==> src/hdl/agd_pkg.sv <==
package agd_pkg;

   // Register addresses on the control port.
   localparam logic [7:0] ADDR_GAIN = 8'h21;
   localparam logic [7:0] ADDR_LEFT_DEB = 8'h22;
   localparam logic [7:0] ADDR_RIGHT_DEB = 8'h23;

   // Field layout of a debounce register.
   localparam int NOISE_LSB = 3;
   localparam int NOISE_W = 5;
   localparam int SIG_LSB = 0;
   localparam int SIG_W = 3;

   // Reset values.
   localparam logic [7:0] GAIN_RST = 8'h00;
   localparam logic [7:0] DEB_RST = 8'h00;

   // Time base: one tick is half a millisecond.
   localparam int CLK_PERIOD_PS = 10_000;
   localparam int TICK_TIME_PS = 500_000_000;
   localparam int TICK_CYC = TICK_TIME_PS / CLK_PERIOD_PS;

   // Long noise codes count in steps of 64 ms.
   localparam int LONG_STEP_MS = 64;
   localparam int TICKS_PER_MS = 2;
   localparam logic [11:0] LONG_STEP_TICKS = 12'(LONG_STEP_MS * TICKS_PER_MS);
   localparam logic [4:0] LONG_FIRST_CODE = 5'h08;
   localparam int TICK_W = 12;

   // Debounce length in ticks for a code; codes 1..7 double from one tick.
   function automatic logic [11:0] deb_ticks(input logic [4:0] code);
      logic [11:0] t;
      t = 12'h000;
      if (code == 5'h00) begin
         t = 12'h000;
      end else if (code < LONG_FIRST_CODE) begin
         t = 12'h001 << (code - 5'h01);
      end else begin
         t = 12'(12'(code - 5'h07) * LONG_STEP_TICKS);
      end
      return t;
   endfunction

endpackage

==> src/hdl/agd_tick.sv <==
`timescale 1ns/10ps
`default_nettype none

// Half-millisecond tick divider; in double rate audio mode it runs twice as fast.
module agd_tick #(
   parameter int PERIOD = agd_pkg::TICK_CYC
) (
   input wire logic mclk,
   input wire logic rst,
   input wire logic double_rate_audio_mode,
   output logic tick_r
);

   localparam int CW = $clog2(PERIOD + 1);
   localparam logic [CW-1:0] LAST = CW'(PERIOD - 1);
   localparam logic [CW-1:0] LAST_DRA = CW'(PERIOD / 2 - 1);
   localparam logic [CW-1:0] HELD_MIN = CW'(PERIOD / 2 + 1);

   generate
      if (PERIOD < 4) begin : g_chk
         $error("agd_tick: PERIOD must be at least 4");
      end
   endgenerate

   logic [CW-1:0] cnt_r;
   logic [CW-1:0] last;
   logic [CW-1:0] dra_held_r;

   assign last = double_rate_audio_mode ? LAST_DRA : LAST;

   always_ff @(posedge mclk or posedge rst) begin
      if (rst) begin
         cnt_r <= '0;
         tick_r <= 1'b0;
      end else if (cnt_r >= last) begin
         cnt_r <= '0;
         tick_r <= 1'b1;
      end else begin
         cnt_r <= cnt_r + 1'b1;
         tick_r <= 1'b0;
      end
   end

   // Counts edges with the mode held high; only the period check reads it.
   always_ff @(posedge mclk or posedge rst) begin
      if (rst) begin
         dra_held_r <= '0;
      end else if (!double_rate_audio_mode) begin
         dra_held_r <= '0;
      end else if (dra_held_r != HELD_MIN) begin
         dra_held_r <= dra_held_r + 1'b1;
      end
   end
endmodule
`default_nettype wire

==> src/hdl/agd_debounce.sv <==
`timescale 1ns/10ps
`default_nettype none

// One channel: the detect status follows the raw noise level only after it has
// held for the selected number of ticks.
module agd_debounce (
   input wire logic mclk,
   input wire logic rst,
   input wire logic tick,
   input wire logic noise_raw,
   input wire logic [11:0] noise_ticks,
   input wire logic [11:0] sig_ticks,
   output logic status_r
);

   logic [11:0] cnt_r;
   logic [11:0] target;

   // Going to noise uses the noise time, going back to signal the signal time.
   assign target = noise_raw ? noise_ticks : sig_ticks;

   always_ff @(posedge mclk or posedge rst) begin
      if (rst) begin
         status_r <= 1'b0;
         cnt_r <= 12'h000;
      end else if (noise_raw == status_r) begin
         cnt_r <= 12'h000;
      end else if (target == 12'h000) begin
         status_r <= noise_raw;
         cnt_r <= 12'h000;
      end else if (tick) begin
         if (cnt_r + 12'h001 >= target) begin
            status_r <= noise_raw;
            cnt_r <= 12'h000;
         end else begin
            cnt_r <= cnt_r + 12'h001;
         end
      end
   end
endmodule
`default_nettype wire

==> src/hdl/agd_top.sv <==
`timescale 1ns/10ps
`default_nettype none

// Function
// - Right gain readback, read-only, half-dB code.
// - Code zero is 0 dB, resets to zero.
// - Left noise debounce field, bits seven to three.
// - High noise codes count in 64 ms steps.
// - Left signal debounce field, bits two to zero.
// - Right noise debounce field, same encoding.
// - Right signal debounce field, same encoding.
// - Debounce fields read/write, reset to zero.
// - Times differ in double rate audio mode.
// - Detect status one when power below threshold.
module agd_top #(
   parameter int TICK_CYC = agd_pkg::TICK_CYC
) (
   input wire logic mclk,
   input wire logic rst,
   input wire logic [7:0] reg_addr,
   input wire logic reg_wr,
   input wire logic reg_rd,
   input wire logic [7:0] reg_wdata,
   output logic [7:0] reg_rdata_r,
   output logic reg_rvalid_r,
   input wire logic [7:0] agc_gain,
   input wire logic agc_gain_upd,
   input wire logic double_rate_audio_mode,
   input wire logic [1:0] noise_raw,
   output logic [1:0] sig_det_status
);

   localparam int NCH = 2;

   logic [7:0] gain_r;
   logic [7:0] deb_r [NCH];
   logic tick;
   logic [NCH-1:0] status_int;

   // Shared decode of the control port address.
   function automatic logic hit(input logic [7:0] a, input logic [7:0] target);
      return a == target;
   endfunction

   // The gain word is taken whole on the update strobe so a read never tears.
   always_ff @(posedge mclk or posedge rst) begin
      if (rst) begin
         gain_r <= agd_pkg::GAIN_RST;
      end else if (agc_gain_upd) begin
         gain_r <= agc_gain;
      end
   end

   // Debounce registers: channel 0 left, channel 1 right.
   always_ff @(posedge mclk or posedge rst) begin
      if (rst) begin
         deb_r[0] <= agd_pkg::DEB_RST;
         deb_r[1] <= agd_pkg::DEB_RST;
      end else if (reg_wr) begin
         if (hit(reg_addr, agd_pkg::ADDR_LEFT_DEB)) begin
            deb_r[0] <= reg_wdata;
         end
         if (hit(reg_addr, agd_pkg::ADDR_RIGHT_DEB)) begin
            deb_r[1] <= reg_wdata;
         end
      end
   end

   // Read port: one cycle after the strobe; unmapped addresses read zero.
   always_ff @(posedge mclk or posedge rst) begin
      if (rst) begin
         reg_rdata_r <= 8'h00;
         reg_rvalid_r <= 1'b0;
      end else begin
         reg_rvalid_r <= reg_rd;
         if (reg_rd) begin
            if (hit(reg_addr, agd_pkg::ADDR_GAIN)) begin
               reg_rdata_r <= gain_r;
            end else if (hit(reg_addr, agd_pkg::ADDR_LEFT_DEB)) begin
               reg_rdata_r <= deb_r[0];
            end else if (hit(reg_addr, agd_pkg::ADDR_RIGHT_DEB)) begin
               reg_rdata_r <= deb_r[1];
            end else begin
               reg_rdata_r <= 8'h00;
            end
         end
      end
   end

   agd_tick #(
      .PERIOD(TICK_CYC)
   ) u_tick (
      .mclk(mclk),
      .rst(rst),
      .double_rate_audio_mode(double_rate_audio_mode),
      .tick_r(tick)
   );

   generate
      for (genvar ch = 0; ch < NCH; ch++) begin : g_ch
         agd_debounce u_deb (
            .mclk(mclk),
            .rst(rst),
            .tick(tick),
            .noise_raw(noise_raw[ch]),
            .noise_ticks(agd_pkg::deb_ticks(
               deb_r[ch][agd_pkg::NOISE_LSB +: agd_pkg::NOISE_W])),
            .sig_ticks(agd_pkg::deb_ticks(
               5'(deb_r[ch][agd_pkg::SIG_LSB +: agd_pkg::SIG_W]))),
            .status_r(status_int[ch])
         );
      end
   endgenerate

   assign sig_det_status = status_int;
endmodule
`default_nettype wire

==> config.mk <==
export PLATFORM = sky130hd
export DESIGN_NAME = agd_top
export DESIGN_NICKNAME = d
export VERILOG_FILES = /design/src/hdl/agd_pkg.sv /design/src/hdl/agd_tick.sv /design/src/hdl/agd_debounce.sv /design/src/hdl/agd_top.sv
export SDC_FILE = /design/constraint.sdc
export NUM_CORES = 1
export LEC_CHECK = 0
export BUFFER_PORTS_ARGS = -buffer_cell sky130_fd_sc_hd__buf_2
export CELL_PAD_IN_SITES_DETAIL_PLACEMENT = 1
export CELL_PAD_IN_SITES_GLOBAL_PLACEMENT = 1
export CORE_MARGIN = 10
export CORE_UTILIZATION = 42
export CTS_CLUSTER_DIAMETER = 40
export CTS_CLUSTER_SIZE = 12
export DETAILED_ROUTE_END_ITERATION = 16
export GPL_TIMING_DRIVEN = 0
export HOLD_SLACK_MARGIN = 0.06
export PLACE_DENSITY_LB_ADDON = 0.15
export SLEW_MARGIN = 20
export SYNTH_ARGS = -nofsm -noshare
export SYNTH_HDL_FRONTEND = slang
export SYNTH_SLANG_ARGS = --single-unit
==> constraint.sdc <==
create_clock -name mclk -period 3.1 [get_ports mclk]
set_input_delay 0.465 -clock mclk [delete_from_list [all_inputs] [get_ports mclk]]
set_output_delay 0.465 -clock mclk [all_outputs]
set_load 0.02 [all_outputs]
==> parameters.txt, run 1 <==
Parameter                              Value

Run status
  Result of the run    finished with violations
  Failing checks    setup timing

Floorplan
  Ports placed on the boundary    43
  Overall die area    17600 sq um
  Horizontal die dimension    about 130 microns
  Initial Util    0.425
  Y dimension of the die    133 microns
  Floorplan Core Area    12500 sq um
  Site Rows    41

Yosys
  Dominant cell by count in the synthesized netlist    sky130_fd_sc_hd__dfrtp_1
  Top flip-flop cell by instance count after synthesis    sky130_fd_sc_hd__dfrtp_1
  Mapped Cells    roughly 590
  Commonest cells post-synth    sky130_fd_sc_hd__dfrtp_1, sky130_fd_sc_hd__nand2_1, sky130_fd_sc_hd__ha_1
  Average instance area after synthesis    8.99 sq um
  Synthesis warning total    0
  Cell types occupying the most area after synthesis    sky130_fd_sc_hd__dfrtp_1, sky130_fd_sc_hd__ha_1, sky130_fd_sc_hd__nand3_1
  Post-synthesis cell area    5320 sq um
  Synth cell types    about 70
  Yosys reg bits    76
  Area share of the largest cell type after synthesis    0.357
  Number of synthesized flops with an enable pin    0
  Portion of the post-synthesis area used by sequential elements    0.357
  Cell taking the most area after synthesis    sky130_fd_sc_hd__dfrtp_1
  Post-synthesis net count    670
  Async S/R FF share, synth    1.00

Clock network
  Cts hold-fix bufs    0
  Clock Tree Root    sky130_fd_sc_hd__clkbuf_16
  CTS buffer count    9
  Clock-pin slew on the worst setup and hold paths    0.06 ns
  Maximum root-to-sink buffer count    2
  # H-tree levels    3
  Clock latency on the worst-skew pair    0.35 ns
  CTS tree    yes
  Total number of clock tree sinks    76

Critical path
  Startpoint type of the worst setup path    flip-flop
  Depth of the worst register-to-register path    14
  Type of the worst setup path    flip-flop to flip-flop
  Critical-path maximum fanout    7
  Capture point of the worst reg-to-reg path    g_ch[1].u_deb.cnt_r[5]$_DFFE_PP0P_
  Count of buffer and inverter cells on the critical path    2
  Register-to-register setup slack    -0.04 ns
  Depth of the critical timing path with buffers and inverters included    14
  Library cell contributing the largest single delay on the critical path    sky130_fd_sc_hd__dfrtp_2
  Ordered list of cells on the worst path    buf_6, ha_4, xnor2_2, nor2_1, a21oi_1, or2_1, ha_4, a21o_1, a21o_1, a221o_1, a31oi_4, buf_6, nand3_1, a31oi_1
  Longest individual stage delay on the worst path    0.44 ns
  CP top delay family    compound AO/OA/AOI/OAI gates
  Req. time, crit path    3.35 ns
  Worst setup path startpoint    deb_r[3]$_DFFE_PP0P_
  Element type at the critical path end    flip-flop
  Beginning of the worst register-to-register path    deb_r[3]$_DFFE_PP0P_
  Critical path data arrival time    3.39 ns

STA
  Setup violations, final    2
  Final period utilization    1.01
  Slew headroom    0.613
  Fmax    0.319 GHz
  Final TNS setup    -0.0639 ns
  Unrepaired setup endpoints after global routing    yes
  Final worst-path setup slack    -0.0365 ns
  Final-report hold violation count    0
  Actual transition at the worst max-transition pin    0.581 ns
  Final worst clock skew    0.00768 ns
  Pins over their slew limit    0
  Minimum clock period after layout    3.14 ns

Place
  Placer Congestion    0.828
  Post-placement worst setup slack    -0.526 ns
  Post-detail-place hpwl    10800 microns
  Port-buffer cells    39
  Post-placement cell area    5790 sq um

Finish
  Number of nets in the layout    740
  Ant diodes    0
  Final Cell Area    6630 sq um
  Fill cells    1456
  Flip-flop and latch area    1920 sq um
  Share of layout cells above drive strength 1    0.277
  Area of combinational cells with multiple inputs    3540 sq um
  Area delta synth->final    24.6%

Detailed routing
  Average routed wire per standard cell    18.2 microns
  Remaining number of nets flagged by the antenna check after routing    0
  Number of iterations in the first detailed-routing pass    4
  Via count normalized by instance count    5.59
  Routed vias    between 4000 and 5000
  WL final    15300 microns
  DRC violation count after routing    0
  Violation count after the first detailed-route iteration    approximately 210

GRT
  Via count of the first global-routing pass    5040
  Largest net degree at the start of global routing    51
  Overall track demand over capacity in global routing    0.171
  Congestion Overflow GR    0
  Number of antenna violations at the first check in global routing    0
  Global-route wire length before repair    25100 microns

Worst hold path
  Worst min-delay path class    input port to asynchronous set/reset pin

Power and ir drop
  Total power    roughly 0.0026 W
  Worst vdd rail ir drop    around 280 uV
  Lkg Pwr    2.86 nW
  Ratio of total power to cell area    slightly below 400 nW/um^2

Run
  Maximum capacitance violations    0
[registers in the layout, indices dropped and copies added, names as in the netlist]
name and flops:
gain_r 8, deb_r 16, g_ch.u_deb.cnt_r 24, reg_rvalid_r 1
u_tick.cnt_r 16, reg_rdata_r 8, u_tick.tick_r 1, g_ch.u_deb.status_r 2
[layout by cell type, fill, tap and decap left out, drive strengths merged, types with 2 or more instances in the layout]
| cell type | instances |
|---|---|
| and3 | 9 |
| dfrtp | 76 |
| nor2b | 13 |
| nand2b | 4 |
| nand4 | 3 |
| o21ai | 28 |
| or3 | 2 |
| clkbuf | 25 |
| nand2 | 56 |
| buf | 69 |
| inv | 42 |
| xnor2 | 21 |
| or2 | 5 |
| o31a | 3 |
| xor2 | 16 |
| nor3 | 10 |
| nor4 | 6 |
| mux2 | 23 |
| a211oi | 3 |
| o22ai | 15 |
| a21o | 10 |
| a22oi | 12 |
| ha | 46 |
| nor2 | 46 |
| nand3 | 44 |
| clkinv | 3 |
| a31oi | 17 |
| and4b | 2 |
| nor3b | 2 |
| mux2i | 3 |
| a21oi | 23 |
| nand3b | 2 |
| o21bai | 3 |
| o41ai | 2 |
[metrics by stage]
step	cells	utilization	hold slack, ns
finish	839	0.530	0.0981
global route	839	0.530	0.125
CTS	827	0.501	0.106
detailed placement	804	0.463	0.488
global placement	803	0.461	0.492
floorplan	592	-	0.481
[power breakdown]
| group | internal, W | switching, W | leakage (nW) | total (W) |
|---|---|---|---|---|
| combinational | 0.000204 | 0.000274 | 1.74 | 0.000478 |
| sequential | 0.00102 | 0.0000352 | 0.986 | 0.00106 |
| clock | 0.000587 | 0.000450 | 0.142 | 0.00104 |
| total | 0.00181 | 0.000759 | 2.86 | 0.00257 |
[worst max path at each step]
| stage | end | slack, ns |
|---|---|---|
| after floorplan | g_ch[0].u_deb.status_r$_DFFE_PP0P_ | 0.01 |
| after global placement | g_ch[0].u_deb.cnt_r[11]$_DFFE_PP0P_ | -0.43 |
| after detailed placement | g_ch[0].u_deb.status_r$_DFFE_PP0P_ | -0.53 |
| after CTS | g_ch[1].u_deb.status_r$_DFFE_PP0P_ | 0.008 |
| after global routing | g_ch[1].u_deb.cnt_r[5]$_DFFE_PP0P_ | -0.14 |
| final | g_ch[1].u_deb.cnt_r[5]$_DFFE_PP0P_ | -0.04 |
[cell type report]
| cell class | instances | area share |
|---|---|---|
| clock inverters | 5 | 0.00528 |
| repair buffers | 60 | 0.0598 |
| multi-input cells | 451 | 0.534 |
| well taps | 172 | 0.0324 |
| flip-flops and latches | 76 | 0.289 |
| clock buffers | 11 | 0.0381 |
| inverters | 41 | 0.0240 |
| plain buffers | 23 | 0.0177 |
[cells by family after synthesis]
group / after synthesis / share of synthesized area
compound gates: 133 / 0.173
xor+xnor: 37 / 0.0609
fa+ha+maj: 46 / 0.108
buf+inv: 65 / 0.0494
flops: 76 / 0.357
mux: 26 / 0.0543
simple gates: 209 / 0.197
[worst register-to-register path, stage by stage (launching register included)]
cell and delay [ns]:
sky130_fd_sc_hd__dfrtp_2 0.44, sky130_fd_sc_hd__buf_6 0.15, sky130_fd_sc_hd__ha_4 0.17, sky130_fd_sc_hd__xnor2_2 0.13, sky130_fd_sc_hd__nor2_1 0.11, sky130_fd_sc_hd__a21oi_1 0.05, sky130_fd_sc_hd__or2_1 0.29, sky130_fd_sc_hd__ha_4 0.26
sky130_fd_sc_hd__a21o_1 0.16, sky130_fd_sc_hd__a21o_1 0.17, sky130_fd_sc_hd__a221o_1 0.39, sky130_fd_sc_hd__a31oi_4 0.25, sky130_fd_sc_hd__buf_6 0.17, sky130_fd_sc_hd__nand3_1 0.09, sky130_fd_sc_hd__a31oi_1 0.22
[per-layer routing]
| metal | vias to the layer above | share of wire | global-route usage |
|---|---|---|---|
| li1 | 2266 | - | - |
| met1 | 2341 | 0.43 | 0.202 |
| met2 | 64 | 0.53 | 0.298 |
| met3 | 18 | 0.029 | 0.0394 |
| met4 | 0 | 0.014 | 0.0562 |
| met5 | - | 0 | 0 |
[repair_timing]
| item | in CTS | in global routing |
|---|---|---|
| buffers inserted | 7 | 12 |
| setup endpoints to repair | 26 | 26 |
| pin swaps | 14 | 31 |
| gates cloned | 1 | 0 |
| gates resized for setup | 32 | 61 |
(Power assumes the default switching activity.)
==> run 2: changes to the inputs <==
Settings changed: CORE_UTILIZATION 42 to 39.
==> run 2 against run 1 <==
Net effect: the run still ends with setup timing left; final cell count grew 0.95%; count of clock-buffer cells in the layout shrank 2; via count down 0.49%; clock skew decreased by 0.00057 ns; clock power is 7% higher; total power rose by 3.2%; die area rose by 6.5%; worst setup slack better by 0.019 ns; critical path type unchanged; largest power group is now the clock network.
==> parameters.txt, run 2 (same netlist as run 1, synthesis figures left out) <==
Parameter                              Value

Run status
  Result of the run    finished with violations
  Failing checks    setup timing

STA
  Minimum clock period after layout    3.12 ns (-0.0191 ns)
  Slew headroom    0.594 (-0.0194)
  Final worst-path setup slack    -0.0174 ns (+0.0191 ns)
  Fmax    0.321 GHz (+0.61%)
  Final worst clock skew    0.00711 ns (-0.000566 ns)
  Unrepaired setup endpoints after global routing    yes
  Final-layout worst hold slack    0.115 ns (+0.0172 ns)
  Setup violations, final    1 (-1)
  Pins over their slew limit    0 (unchanged)
  Final-report hold violation count    0 (unchanged)
  Actual transition at the worst max-transition pin    0.610 ns (+0.0291 ns)
  Final period utilization    1.01 (-0.00616)

GRT
  Largest net degree at the start of global routing    48 (-5.9%)
  Global-route wire length before repair    25000 microns (-0.27%)
  Number of antenna violations at the first check in global routing    0 (unchanged)
  Overall track demand over capacity in global routing    0.168 (-0.00290)
  Congestion Overflow GR    0 (unchanged)
  Via count of the first global-routing pass    4903 (-2.7%)

Detailed routing
  Number of iterations in the first detailed-routing pass    4 (unchanged)
  Violation count after the first detailed-route iteration    248 (+16%)
  Average routed wire per standard cell    18.1 microns (-0.93%)
  Via count normalized by instance count    5.51 (-1.4%)
  DRC violation count after routing    0 (unchanged)
  Routed vias    4666 (-0.49%)
  Remaining number of nets flagged by the antenna check after routing    0 (unchanged)
  WL final    15300 microns (about the same)

Power and ir drop
  Worst vdd rail ir drop    284 uV (+3.3%)
  Lkg Pwr    2.88 nW (+0.43%)
  Ratio of total power to cell area    401 nW/um^2 (+3.4%)

Clock network
  Clock-pin slew on the worst setup and hold paths    0.07 ns (about the same)
  Clock latency on the worst-skew pair    0.36 ns (about the same)
  CTS tree    yes
  # H-tree levels    3 (unchanged)
  Maximum root-to-sink buffer count    2 (unchanged)
  Cts hold-fix bufs    0 (unchanged)
  Total number of clock tree sinks    76 (unchanged)
  CTS buffer count    9 (unchanged)
  Clock Tree Root    sky130_fd_sc_hd__clkbuf_16

Critical path
  Critical path data arrival time    3.39 ns (about the same)
  Register-to-register setup slack    -0.02 ns (+0.02 ns)
  Startpoint type of the worst setup path    flip-flop
  Critical-path maximum fanout    6 (-1)
  Depth of the worst register-to-register path    14 (unchanged)
  Capture point of the worst reg-to-reg path    g_ch[1].u_deb.cnt_r[8]$_DFFE_PP0P_
  Beginning of the worst register-to-register path    deb_r[3]$_DFFE_PP0P_
  Req. time, crit path    3.38 ns (+0.03 ns)
  Element type at the critical path end    flip-flop
  Type of the worst setup path    flip-flop to flip-flop

Finish
  Area delta synth->final    24.5%
  Ant diodes    0 (unchanged)
  Share of layout cells above drive strength 1    0.258 (-0.0195)
  Top reg by flops    g_ch.u_deb.cnt_r
  Utilization after layout    0.498 (-0.0316)
  Most frequent cells in the layout    sky130_fd_sc_hd__dfrtp_1, sky130_fd_sc_hd__nand2_1, sky130_fd_sc_hd__buf_2
  Most frequent standard cell in the layout excluding fill and tap cells    sky130_fd_sc_hd__dfrtp_1
  Fill cells    1558 (+7.0%)
  Largest registers in the final layout    g_ch.u_deb.cnt_r: 24 flops, deb_r: 16 flops, u_tick.cnt_r: 16 flops
  Number of non-filler instances in the completed layout    847 (+0.95%)
  Flip-flop and latch area    1910 sq um (-0.20%)
  Number of nets in the layout    744 (+0.54%)
  Area of combinational cells with multiple inputs    3480 sq um (-1.8%)
  Number of flip-flops under the largest register name    24 (unchanged)

Place
  Placer Congestion    0.847 (+2.2%)
  Number of cells after detailed placement    808 (+0.50%)
  Port-buffer cells    39 (unchanged)
  Post-detail-place hpwl    10900 microns (+1.1%)

Floorplan
  Y dimension of the die    137 microns (+3.2%)
  Initial Util    0.400 (-0.0249)
  Overall die area    18700 sq um (+6.5%)
  Site Rows    42 (+2.4%)
  Floorplan Core Area    13300 sq um (+6.2%)
  Horizontal die dimension    137 microns (+3.2%)
  Ports placed on the boundary    43 (unchanged)

Run
  Maximum capacitance violations    0 (unchanged)

Worst hold path
  Worst min-delay path class    input port to asynchronous set/reset pin
## run 2: final cells by class
cell class	count	share of cell area
multi-input combinational	451	0.525
sequential	76	0.289
timing repair buffer	64	0.0650
clock buffer	9	0.0340
tap	176	0.0332
inverter	41	0.0246
buffer	23	0.0178
clock inverter	7	0.0123
## run 2: worst max-delay path by stage
stage | depth (start not counted) | endpoint | startpoint
global placement | 14 | g_ch[0].u_deb.cnt_r[11]$_DFFE_PP0P_ | deb_r[11]$_DFFE_PP0P_
CTS | 13 | g_ch[1].u_deb.cnt_r[8]$_DFFE_PP0P_ | g_ch[1].u_deb.cnt_r[0]$_DFFE_PP0P_
floorplan | 14 | g_ch[0].u_deb.status_r$_DFFE_PP0P_ | deb_r[11]$_DFFE_PP0P_
finish | 14 | g_ch[1].u_deb.cnt_r[8]$_DFFE_PP0P_ | deb_r[3]$_DFFE_PP0P_
detailed placement | 14 | g_ch[0].u_deb.cnt_r[1]$_DFFE_PP0P_ | deb_r[11]$_DFFE_PP0P_
global route | 12 | g_ch[1].u_deb.cnt_r[8]$_DFFE_PP0P_ | g_ch[1].u_deb.cnt_r[2]$_DFFE_PP0P_
## run 2: repair_timing
| item | 4_1_cts | 5_1_grt |
|---|---|---|
| pin swaps | 9 | 23 |
| setup buffers | 10 | 13 |
| gates resized for setup | 30 | 48 |
| cloned | 1 | 0 |
| endpoints found under the setup margin | 26 | 26 |
## run 2: report_power, final
| part | switching, W | leakage (nW) | internal [W] |
|---|---|---|---|
| combinational | 0.000278 | 1.74 | 0.000210 |
| clock | 0.000478 | 0.147 | 0.000635 |
| sequential | 0.0000342 | 0.991 | 0.00102 |
| total | 0.000790 | 2.88 | 0.00187 |
## run 2: layer usage
layer | up-vias | track usage | share of wire
met1 | 2316 | 0.205 | 0.45
met3 | 30 | 0.0341 | 0.033
met4 | 0 | 0.0714 | 0.026
li1 | 2264 | - | -
met5 | - | 0 | 0
met2 | 56 | 0.281 | 0.49
## run 2: per-stage QoR
stage / total power [W] / cell area [sq um] / setup TNS, ns / setup slack (ns)
global placement: 0.00146 / 5770 / -41.36 / -0.464
global route: 0.00277 / 6630 / -1.16 / -0.129
floorplan: 0.00135 / 5350 / 0 / 0.0133
CTS: 0.00265 / 6320 / 0 / 0.00180
finish: 0.00266 / 6630 / -0.0174 / -0.0174
detailed placement: 0.00148 / 5800 / -13.15 / -0.611
## run 2: critical path, stage by stage (launching register included)
cell and delay [ns]:
sky130_fd_sc_hd__dfrtp_2 0.45, sky130_fd_sc_hd__buf_8 0.16, sky130_fd_sc_hd__ha_4 0.16, sky130_fd_sc_hd__xnor2_2 0.12, sky130_fd_sc_hd__nor2_1 0.13, sky130_fd_sc_hd__a21oi_1 0.05, sky130_fd_sc_hd__or2_1 0.26, sky130_fd_sc_hd__ha_1 0.31
sky130_fd_sc_hd__a21o_1 0.16, sky130_fd_sc_hd__a21o_1 0.15, sky130_fd_sc_hd__a221o_1 0.37, sky130_fd_sc_hd__a31oi_4 0.23, sky130_fd_sc_hd__buf_6 0.15, sky130_fd_sc_hd__nand4b_1 0.10, sky130_fd_sc_hd__a31oi_1 0.21
